$ cat config.mk
export PLATFORM = sky130hd
export DESIGN_NAME = tsx_core
export DESIGN_NICKNAME = d
export VERILOG_FILES = /design/src/logic/tsx_pkg.sv /design/src/logic/tsx_core.sv /design/src/logic/tsx_decode.sv
export SDC_FILE = /design/constraint.sdc
export NUM_CORES = 1
export LEC_CHECK = 0
export BUFFER_PORTS_ARGS = -buffer_cell sky130_fd_sc_hd__buf_2
export CORE_ASPECT_RATIO = 1.4
export CORE_MARGIN = 2
export CORE_UTILIZATION = 46
export CTS_CLUSTER_DIAMETER = 40
export DETAILED_ROUTE_END_ITERATION = 10
export PLACE_DENSITY = 0.77
export SLEW_MARGIN = 10
export SYNTH_ARGS = -nofsm -noshare
export SYNTH_HDL_FRONTEND = slang
export SYNTH_SLANG_ARGS = --single-unit
$ cat constraint.sdc
create_clock -name clk -period 1.7 [get_ports clk]
set_clock_uncertainty 0.05 [all_clocks]
set_input_delay 0.425 -clock clk [delete_from_list [all_inputs] [get_ports clk]]
set_output_delay 0.425 -clock clk [all_outputs]
set_load 0.02 [all_outputs]
$ cat src/logic/tsx_pkg.sv
// package: constants and carrier types for the skip and xor decoder
package tsx_pkg;
	localparam logic [6:0]  TSX_OP_TEST_SKIP = 7'h33;
	localparam logic [7:0]  TSX_OP_XOR_LIT   = 8'h0A;
	localparam logic [7:0]  TSX_INDEXED_MAX  = 8'h5F;
	localparam logic [7:0]  TSX_ACCESS_SPLIT = 8'h60;
	localparam logic [3:0]  TSX_ACCESS_HIGH  = 4'hF;
	localparam logic [7:0]  TSX_W_RESET      = 8'h00;
	localparam logic [1:0]  TSX_Q_LAST       = 2'h3;
	localparam logic [1:0]  TSX_Q_FIRST      = 2'h0;
	localparam logic [1:0]  TSX_FLUSH_ONE    = 2'h1;
	localparam logic [1:0]  TSX_FLUSH_TWO    = 2'h2;
	localparam logic [1:0]  TSX_FLUSH_NONE   = 2'h0;

	typedef enum logic [2:0] {
		TSX_ST_RUN   = 3'b001,
		TSX_ST_FLUSH = 3'b010,
		TSX_ST_IDLE  = 3'b100
	} tsx_state_t;

	typedef struct packed {
		logic [15:0] word;
		logic        valid;
		logic        two_word;
	} tsx_instr_t;

	typedef struct packed {
		logic        rd_en;
		logic [11:0] addr;
		logic        indexed;
	} tsx_mem_t;

	typedef struct packed {
		logic is_test;
		logic is_xor;
		logic access;
		logic [7:0] operand;
	} tsx_dec_t;
endpackage : tsx_pkg
$ cat src/logic/tsx_core.sv
// core slice: test-and-skip and xor-literal execute with q phases
// Summary of operation
// - match test-skip opcode, access bit, address
// - zero operand flushes next instruction, two cycles
// - skipping two-word instruction costs three cycles
// - access bit picks access bank or bank register
// - extended set: low access-bank addresses (access bit clear) use indexed offset
// - match xor-literal opcode, low byte literal
// - xor literal into working register
// - xor updates only negative and zero
module tsx_core
	import tsx_pkg::*;
(
	// clock and reset
	input  wire logic        clk,
	input  wire logic        rst,
	// configuration
	input  wire logic        ext_set_en,
	input  wire logic [3:0]  bank_select_reg,
	// instruction fetch
	input  tsx_instr_t       instr,
	// data memory
	input  wire logic [7:0]  rd_data,
	input  wire logic [7:0]  fsr2_low,
	output tsx_mem_t         mem,
	// core state out
	output logic [1:0]       q_phase,
	output logic [7:0]       work,
	output logic             flag_n,
	output logic             flag_z,
	output logic             flag_we,
	output logic             skip_active
);
	typedef struct packed {
		tsx_state_t  st;
		logic [1:0]  q;
		logic [1:0]  flush_left;
		logic [7:0]  work;
		logic        n;
		logic        z;
		logic        flag_we;
		logic        skip;
		tsx_mem_t    mem;
		logic        test_pend;
	} tsx_core_state_t;

	tsx_core_state_t s;
	tsx_core_state_t next_s;
	tsx_dec_t        dec;
	logic [7:0]      xres;

	tsx_decode u_dec (
		.word (instr.word),
		.dec  (dec)
	);

	always_comb begin
		next_s = s;
		xres = s.work ^ dec.operand;
		next_s.q = s.q + 2'h1;
		next_s.flag_we = 1'b0;
		next_s.mem.rd_en = 1'b0;
		case (s.st)
			TSX_ST_IDLE: begin
				next_s.st = TSX_ST_RUN;
				next_s.q = TSX_Q_FIRST;
			end
			TSX_ST_RUN: begin
				if (instr.valid && dec.is_test && s.q == TSX_Q_FIRST) begin
					next_s.mem.rd_en = 1'b1;
					next_s.test_pend = 1'b1;
					if (!dec.access) begin
						if (ext_set_en && dec.operand <= TSX_INDEXED_MAX) begin
							next_s.mem.indexed = 1'b1;
							next_s.mem.addr = {4'h0, fsr2_low + dec.operand};
						end else begin
							next_s.mem.indexed = 1'b0;
							next_s.mem.addr = (dec.operand < TSX_ACCESS_SPLIT)
								? {4'h0, dec.operand}
								: {TSX_ACCESS_HIGH, dec.operand};
						end
					end else begin
						next_s.mem.indexed = 1'b0;
						next_s.mem.addr = {bank_select_reg, dec.operand};
					end
				end
				if (s.test_pend && s.q == 2'h2) begin
					next_s.test_pend = 1'b0;
					// flags and work untouched by the test
					if (rd_data == 8'h00) begin
						next_s.skip = 1'b1;
						next_s.flush_left = TSX_FLUSH_ONE;
					end
				end
				if (instr.valid && dec.is_xor && s.q == TSX_Q_LAST) begin
					next_s.work = xres;
					next_s.n = xres[7];
					next_s.z = (xres == 8'h00);
					next_s.flag_we = 1'b1;
				end
				if (s.skip && s.q == TSX_Q_LAST) begin
					next_s.st = TSX_ST_FLUSH;
				end
			end
			TSX_ST_FLUSH: begin
				// no write, flag update or memory access here
				next_s.mem.rd_en = 1'b0;
				if (s.q == TSX_Q_FIRST && s.flush_left == TSX_FLUSH_ONE
					&& instr.two_word) begin
					next_s.flush_left = TSX_FLUSH_TWO;
				end
				if (s.q == TSX_Q_LAST) begin
					if (s.flush_left == TSX_FLUSH_TWO) begin
						next_s.flush_left = TSX_FLUSH_NONE;
						next_s.skip = 1'b1;
					end else begin
						next_s.flush_left = TSX_FLUSH_NONE;
						next_s.skip = 1'b0;
						next_s.st = TSX_ST_RUN;
					end
				end
			end
			default: begin
				next_s.st = TSX_ST_IDLE;
			end
		endcase
	end

	always_ff @(posedge clk or posedge rst) begin
		if (rst) begin
			s <= '{st: TSX_ST_IDLE, q: TSX_Q_FIRST, flush_left: TSX_FLUSH_NONE,
				work: TSX_W_RESET, n: 1'b0, z: 1'b0, flag_we: 1'b0,
				skip: 1'b0, mem: '0, test_pend: 1'b0};
		end else begin
			s <= next_s;
		end
	end

	assign mem         = s.mem;
	assign q_phase     = s.q;
	assign work        = s.work;
	assign flag_n      = s.n;
	assign flag_z      = s.z;
	assign flag_we     = s.flag_we;
	assign skip_active = (s.st == TSX_ST_FLUSH);

	flush_quiet_a: assert property (@(posedge clk) disable iff (rst)
		s.st == TSX_ST_FLUSH |-> !s.flag_we && !s.mem.rd_en
		&& $stable(s.work))
		else $error("activity during flushed slot");

	xor_result_a: assert property (@(posedge clk) disable iff (rst)
		s.st == TSX_ST_RUN && instr.valid && dec.is_xor
		&& s.q == TSX_Q_LAST |=> s.work == ($past(s.work) ^ $past(dec.operand)))
		else $error("xor result wrong");

	xor_flags_a: assert property (@(posedge clk) disable iff (rst)
		s.flag_we |-> s.n == s.work[7] && s.z == (s.work == 8'h00))
		else $error("xor flags wrong");

	test_keeps_a: assert property (@(posedge clk) disable iff (rst)
		s.test_pend && !(instr.valid && dec.is_xor) |=> $stable(s.work)
		&& $stable(s.n) && $stable(s.z))
		else $error("test changed state");

	skip_zero_a: assert property (@(posedge clk) disable iff (rst)
		s.test_pend && s.q == 2'h2 && rd_data == 8'h00
		|=> s.skip ##1 s.st == TSX_ST_FLUSH)
		else $error("zero did not skip");

	no_skip_a: assert property (@(posedge clk) disable iff (rst)
		s.test_pend && s.q == 2'h2 && rd_data != 8'h00 && !s.skip |=> !s.skip)
		else $error("nonzero skipped");

	flush_len_a: assert property (@(posedge clk) disable iff (rst)
		s.st == TSX_ST_FLUSH && s.flush_left == TSX_FLUSH_TWO
		&& s.q == TSX_Q_LAST |=> s.st == TSX_ST_FLUSH [*4])
		else $error("second flush cycle missing");

	bank_addr_a: assert property (@(posedge clk) disable iff (rst)
		s.st == TSX_ST_RUN && instr.valid && dec.is_test && dec.access
		&& s.q == TSX_Q_FIRST |=> s.mem.addr[11:8] == $past(bank_select_reg))
		else $error("bank bits wrong");

	indexed_a: assert property (@(posedge clk) disable iff (rst)
		s.mem.rd_en && s.mem.indexed |-> s.mem.addr[11:8] == 4'h0)
		else $error("indexed address out of range");

	test_read_a: assert property (@(posedge clk) disable iff (rst)
		s.st == TSX_ST_RUN && instr.valid && dec.is_test
		&& s.q == TSX_Q_FIRST |=> s.mem.rd_en && s.test_pend)
		else $error("test did not read");

	access_low_a: assert property (@(posedge clk) disable iff (rst)
		s.st == TSX_ST_RUN && instr.valid && dec.is_test
		&& !dec.access && !ext_set_en && s.q == TSX_Q_FIRST
		|=> !s.mem.indexed && s.mem.addr[7:0] == $past(dec.operand))
		else $error("access bank address wrong");

	indexed_pick_a: assert property (@(posedge clk) disable iff (rst)
		s.st == TSX_ST_RUN && instr.valid && dec.is_test
		&& !dec.access && ext_set_en && dec.operand <= TSX_INDEXED_MAX
		&& s.q == TSX_Q_FIRST |=> s.mem.indexed)
		else $error("indexed mode not chosen");

	flush_end_a: assert property (@(posedge clk) disable iff (rst)
		s.st == TSX_ST_FLUSH && s.flush_left != TSX_FLUSH_TWO
		&& s.q == TSX_Q_LAST |=> s.st == TSX_ST_RUN && !s.skip)
		else $error("flush did not end");

	two_word_a: assert property (@(posedge clk) disable iff (rst)
		s.st == TSX_ST_FLUSH && s.flush_left == TSX_FLUSH_ONE
		&& s.q == TSX_Q_FIRST && instr.two_word
		|=> s.flush_left == TSX_FLUSH_TWO)
		else $error("two-word flush not extended");

	flush_idle_a: assert property (@(posedge clk) disable iff (rst)
		s.st == TSX_ST_FLUSH |-> !s.test_pend)
		else $error("test pending in flushed slot");

	xor_phase_a: assert property (@(posedge clk) disable iff (rst)
		s.flag_we |-> s.q == TSX_Q_FIRST)
		else $error("xor write in wrong phase");
endmodule : tsx_core

$ cat src/logic/tsx_decode.sv
// decoder: opcode match and operand split
module tsx_decode
	import tsx_pkg::*;
(
	// instruction in
	input  wire logic [15:0] word,
	// decoded fields
	output tsx_dec_t         dec
);
	always_comb begin
		dec.is_test = (word[15:9] == TSX_OP_TEST_SKIP);
		dec.is_xor  = (word[15:8] == TSX_OP_XOR_LIT);
		dec.access  = word[8];
		dec.operand = word[7:0];
	end
endmodule : tsx_decode

* Word level (Yosys, flattened, before mapping)
Cells that the tools add are included.
** Storage, ports and cells
- Register bits after elaboration :: 34
** Operators by class
- Eq/ne operators :: 15
- Mux-type cells :: 22
- $lt $le $gt $ge :: 2
- Bitwise logic cells :: 1
- Reductions and logical operators :: 20
- Add/sub/neg operators :: 2
** Operators by type and width (number)
- 13-bit 2-to-1 mux :: 2
- 8-bit zero test :: 2
- 15-bit 2-to-1 mux :: 1
- 12-bit 2-to-1 mux :: 1
- 2-bit 2-to-1 mux :: 5
- 1-bit logical AND :: 9
- 3-bit 2-to-1 mux :: 3
- 3-bit one-hot mux with 3 select lines :: 1
- 8-bit adder :: 1
- 8-bit by 4-bit == test with 1-bit output, second input constant :: 1
- 8-bit by 7-bit less-or-equal comparator with 1-bit output, second input constant :: 1
- 8-bit by 7-bit < comparator with 1-bit output, second input constant :: 1
- 2-bit != test, second input constant :: 4
- 2-bit one-hot mux with 2 select lines :: 2
- 4-bit AND reduction :: 2
- 8-bit bitwise XOR :: 1
- 7-bit by 6-bit == test with 1-bit output, second input constant :: 1
- 1-bit 2-to-1 mux :: 7
- 2-bit == test, second input constant :: 3
- 2-bit AND reduction :: 3
- 2-bit nonzero test :: 2
- 3-bit by 1-bit == test with 1-bit output, second input constant :: 1
- 3-bit by 2-bit == test with 1-bit output, second input constant :: 1
- 3-bit == test, second input constant :: 1
- 6 further kinds :: 6

* Depth between registers and ports, before layout
- Depth in word-level cells :: 6
- Gate-level depth with buffers :: 8

* Hierarchy
Synthesis repeated with hierarchy kept, for this count alone.
** Unflattened totals
- Cell total of the unflattened synthesis :: 230
- Area total of the unflattened synthesis :: 2162.1 sq um
** By module, submodules not included
- tsx_core :: area each 2054.5 sq um, instances 1, cells each 216
- tsx_decode :: area each 107.6 sq um, instances 1, cells each 14

* Worst setup path before layout
Ideal clock, no wire load.
- Kind :: input to register
- From :: input instr[2] in the netlist's numbering
- To :: register s, in the netlist mem[7]
- Path slack :: -0.140 ns
- Cell stages on the path :: 8
- Required time :: 1.582 ns
- Setup time :: 0.068 ns
- Arrival :: 1.722 ns
- Cell sequence :: ha_1 inv_1 fa_1 nor2b_1 o31a_1 o21a_1 or3_1 nand3_1
** On the way
- Cells in the longest elaborated chain, start to end :: 4
** Ends and longest elaborated chain
- from (decl) :: RTL line tsx_core.sv:21 : input tsx_instr_t instr,
- 8-bit by 7-bit less-or-equal comparator with 1-bit output :: RTL line tsx_core.sv:73 : if (ext_set_en && dec.operand <= TSX_INDEXED_MAX) begin
- 1-bit logical AND :: RTL line tsx_core.sv:73
- 13-bit 2-to-1 mux * :: RTL line tsx_core.sv:73
- 13-bit 2-to-1 mux * :: RTL line tsx_core.sv:72 : if (!dec.access) begin
- to (signal assigned) :: RTL line tsx_core.sv:131 : s <= '{st: TSX_ST_IDLE, q: TSX_Q_FIRST, flush_left: TSX_FLUSH_NONE,
- to (signal assigned) :: RTL line tsx_core.sv:135 : s <= next_s;
- to (decl) :: RTL line tsx_core.sv:47 : tsx_core_state_t s;
Mark *: on every way between the ends. The rest lies on a longest branch, timed or not.
A chain may end at the register's enable or synchronous reset.

* Worst setup path in the final report
Ends and elaborated chain as after synthesis.

==> metrics.cfg <==
[yosys]
synth_compound_area_frac = 0.128
synth_nets = 275
synth.avg_cell_area_um2 = 9.44
synth_top_family_by_area = simple AND/OR/NAND/NOR gates
ys_types = 41
muxShareOfSynthArea = 0.0291
synthCells = 223
synth_fa_ha_area_frac = 0.0690
synthSimpleGateAreaFrac = 0.192
synth-edff-count = 0
synth_seq_cells = 33
yosys_warnings = 0
synth-async-reset-ratio = 1.00
ys.flop_type = dfrtp_1
syn-cell-area_um2 = 2100
ys_seq_area_frac = 0.393
synth_xor_area_frac = 0.0707

[final_layout]
nFillCells = 397
synthToLayoutAreaGrowth_pct = 35.2
n_antenna_cell = 0
multiInputGateArea_um2 = 1140
drive_above_1_share = 0.451
finalNetCount = 359
final-seq-area_um2 = 827

[floorplan]
io-pin-count = 69
initial_core_util = 0.472
dieArea_um2 = 5140
die_h_um = 84.0
rows = 29
die_x_um = 61.2
coreArea_um2 = 4460

[power_and_ir_drop]
peakVddDrop_v = 0.000554
internal_power_w = 0.00167
cellPowerDensity_nw_per_um2 = 894
power_frac_clock = 0.231
seq_power_share = 0.385
swShare = 0.343
p_switching_w = 0.000873
total_leakage_power_nw = 1.45
combPwrFrac = 0.385

[critical_path]
cpMaxStageDelayCell = or3_1
rr_endpoint = mem[7]$_DFFE_PP0P_
cp-start-kind = primary input
cp-end-kind = flop
reg2reg_from = s[32]$_DFFE_PP0P_
crit_path_max_fanout = 3
reg2regPathDepth = 5
slowest_delay_ns = 0.34
arrival_ns = 1.92
crit_type = primary input to flop
required_ns = 1.88
crit_path_cell_trace = buf_2, ha_4, inv_2, fa_2, nor2b_4, o31a_1, o21a_1, or3_1, nand3_1
r2r_slack_ns = 0.01

[clock_network]
cts_buffers = 5
cts_sinks = 33
clkSlewWorstSetupHoldPaths_ns = 0.07
cts_root_buf = clkbuf_8
htree_levels = 2
clk_path_buf_depth = 2
hold_buffers = 0
tritoncts = yes
insertion_delay_ns = 0.29

[drt]
ant_nets = 0
remaining_drc_errors = 0
routedWlPerCell_um = 14.6
drt_first_pass_iters = 4
dr_total_vias = 1891
drtIter0Drc = 48
via_per_inst = 5.11
wirelength_mm = 5.41

[sta]
final_hold_viol_count = 0
slew_viol_final = 0
period_needed_ns = 1.74
worst_pin_slew_ns = 0.525
grt_setup_unrepaired = true
setup_ws_ns = -0.0364
hold_slack_ns = 0.167
fmaxAchievable_ghz = 0.576
maxSlewHeadroom = 0.649
setup_tns_ns = -0.0565
finalCritPeriodShare = 1.02
setup_viol = 2

[placement]
hpwlAfterDp_mm = 3.95
pre_cts_slack_ns = -0.311
place_congestion = 0.881
portBuffers = 68

[global_routing]
grt_usage = 0.224
antenna_found_initial = 0
overflow = 0
grt_pass1_wl_mm = 8.53
grt_max_degree = 34
grt_pass1_vias = 1902

[flow_run]
drv_cap = 0

[outcome]
status = finished with violations
violations = negative setup slack

[min_path]
hold_class = primary input to async pin

-- sequential cells by signal (all words and copies together) (netlist names) --
register,count
q_phase,2
flag_z,1
mem,14
s,7
work,8
flag_we,1
-- Yosys cell counts, types with 3 or more instances --
master     n  area share
xor2_1     8       0.033
dfrtp_1   32        0.38
o21bai_1   3       0.011
ha_1      10       0.059
nor2b_1    4       0.012
nand2_1   22       0.039
buf_4     25       0.089
nor4b_1    3       0.012
xnor2_1    9       0.037
nor2_1     6       0.011
mux2i_1    5       0.024
a211oi_1   3       0.011
o21ai_0   16       0.038
inv_1     12       0.021
o21a_1     3       0.011
nand3_1    7       0.017
clkbuf_1   3      0.0054
a21oi_1   18       0.043
nor3_1     8       0.019
-- logic make-up after synthesis --
family                     after synthesis
and+or+nand+nor                         68
muxes                                    6
adders and majority gates               11
buffers and inverters                   41
AOI/OAI and AO/OA                       47
xor gates and xnor gates                17
DFF                                     33
-- power groups by stage --
stage | sequential [W] | combinational (W) | clock, W
final | 0.000978 | 0.000978 | 0.000587
after detailed placement | 0.000983 | 0.000819 | 0
after CTS | 0.000971 | 0.000892 | 0.000606
after global routing | 0.000990 | 0.00107 | 0.000637
after floorplan | 0.000975 | 0.000527 | 0
after global placement | 0.000974 | 0.000799 | 0
-- layout by cell type, fill, tap and decap left out, types with 8 or more instances in the layout --
master,count
a21oi_1,17
buf_2,67
buf_4,33
dfrtp_1,32
inv_1,9
nand2_1,22
nor3_1,8
o21ai_0,12
xnor2_1,9
xor2_1,8
-- worst max path at each step --
stage	depth (start not counted)	slack (ns)	endpoint	startpoint
global placement	9	-0.28	mem[7]$_DFFE_PP0P_	instr[2]
global route	9	-0.09	mem[7]$_DFFE_PP0P_	instr[2]
detailed placement	7	-0.31	mem[8]$_DFFE_PP0P_	instr[3]
finish	9	-0.04	mem[7]$_DFFE_PP0P_	instr[2]
CTS	3	-0.02	skip_active	s[31]$_DFFE_PP0P_
floorplan	8	-0.09	mem[7]$_DFFE_PP0P_	instr[2]
-- layout make-up --
type	instances	area share
Clock buffer	5	0.0242
Tap cell	62	0.0273
Inverter	12	0.0158
Sequential cell	33	0.291
Multi-Input combinational cell	149	0.401
Clock inverter	3	0.00616
Timing Repair Buffer	106	0.235
-- layer usage --
metal	share of wire	up-vias	GRT usage
met5	0	-	0
met4	0.030	0	0.0949
met3	0.055	13	0.0388
met2	0.54	72	0.398
met1	0.37	889	0.247
li1	-	917	-
-- timing repair --
| item | CTS | global route |
|---|---|---|
| buffers inserted | 3 | 2 |
| pin swaps | 10 | 9 |
| resized for setup | 10 | 17 |
| hold endpoints to repair | 0 | 0 |
| endpoints found under the setup margin | 6 | 18 |
-- critical path, delay by kind of cell --
family,cells,cell delay (ns)
AND/OR/NAND/NOR,3,0.46
buffers and inverters,2,0.17
AO/OA/AOI/OAI,2,0.48
adder cells (fa/ha/maj),2,0.38
-- through the flow --
stage                      util  cell area [um2]  power (W)  std cells
after floorplan               -             2130    0.00150        223
after global placement    0.587             2620    0.00177        357
after detailed placement  0.587             2620    0.00180        357
after CTS                 0.620             2770    0.00247        368
after global routing      0.638             2850    0.00270        370
final                     0.638             2850    0.00254        370
Note: power is estimated with default switching activity, not from simulation.
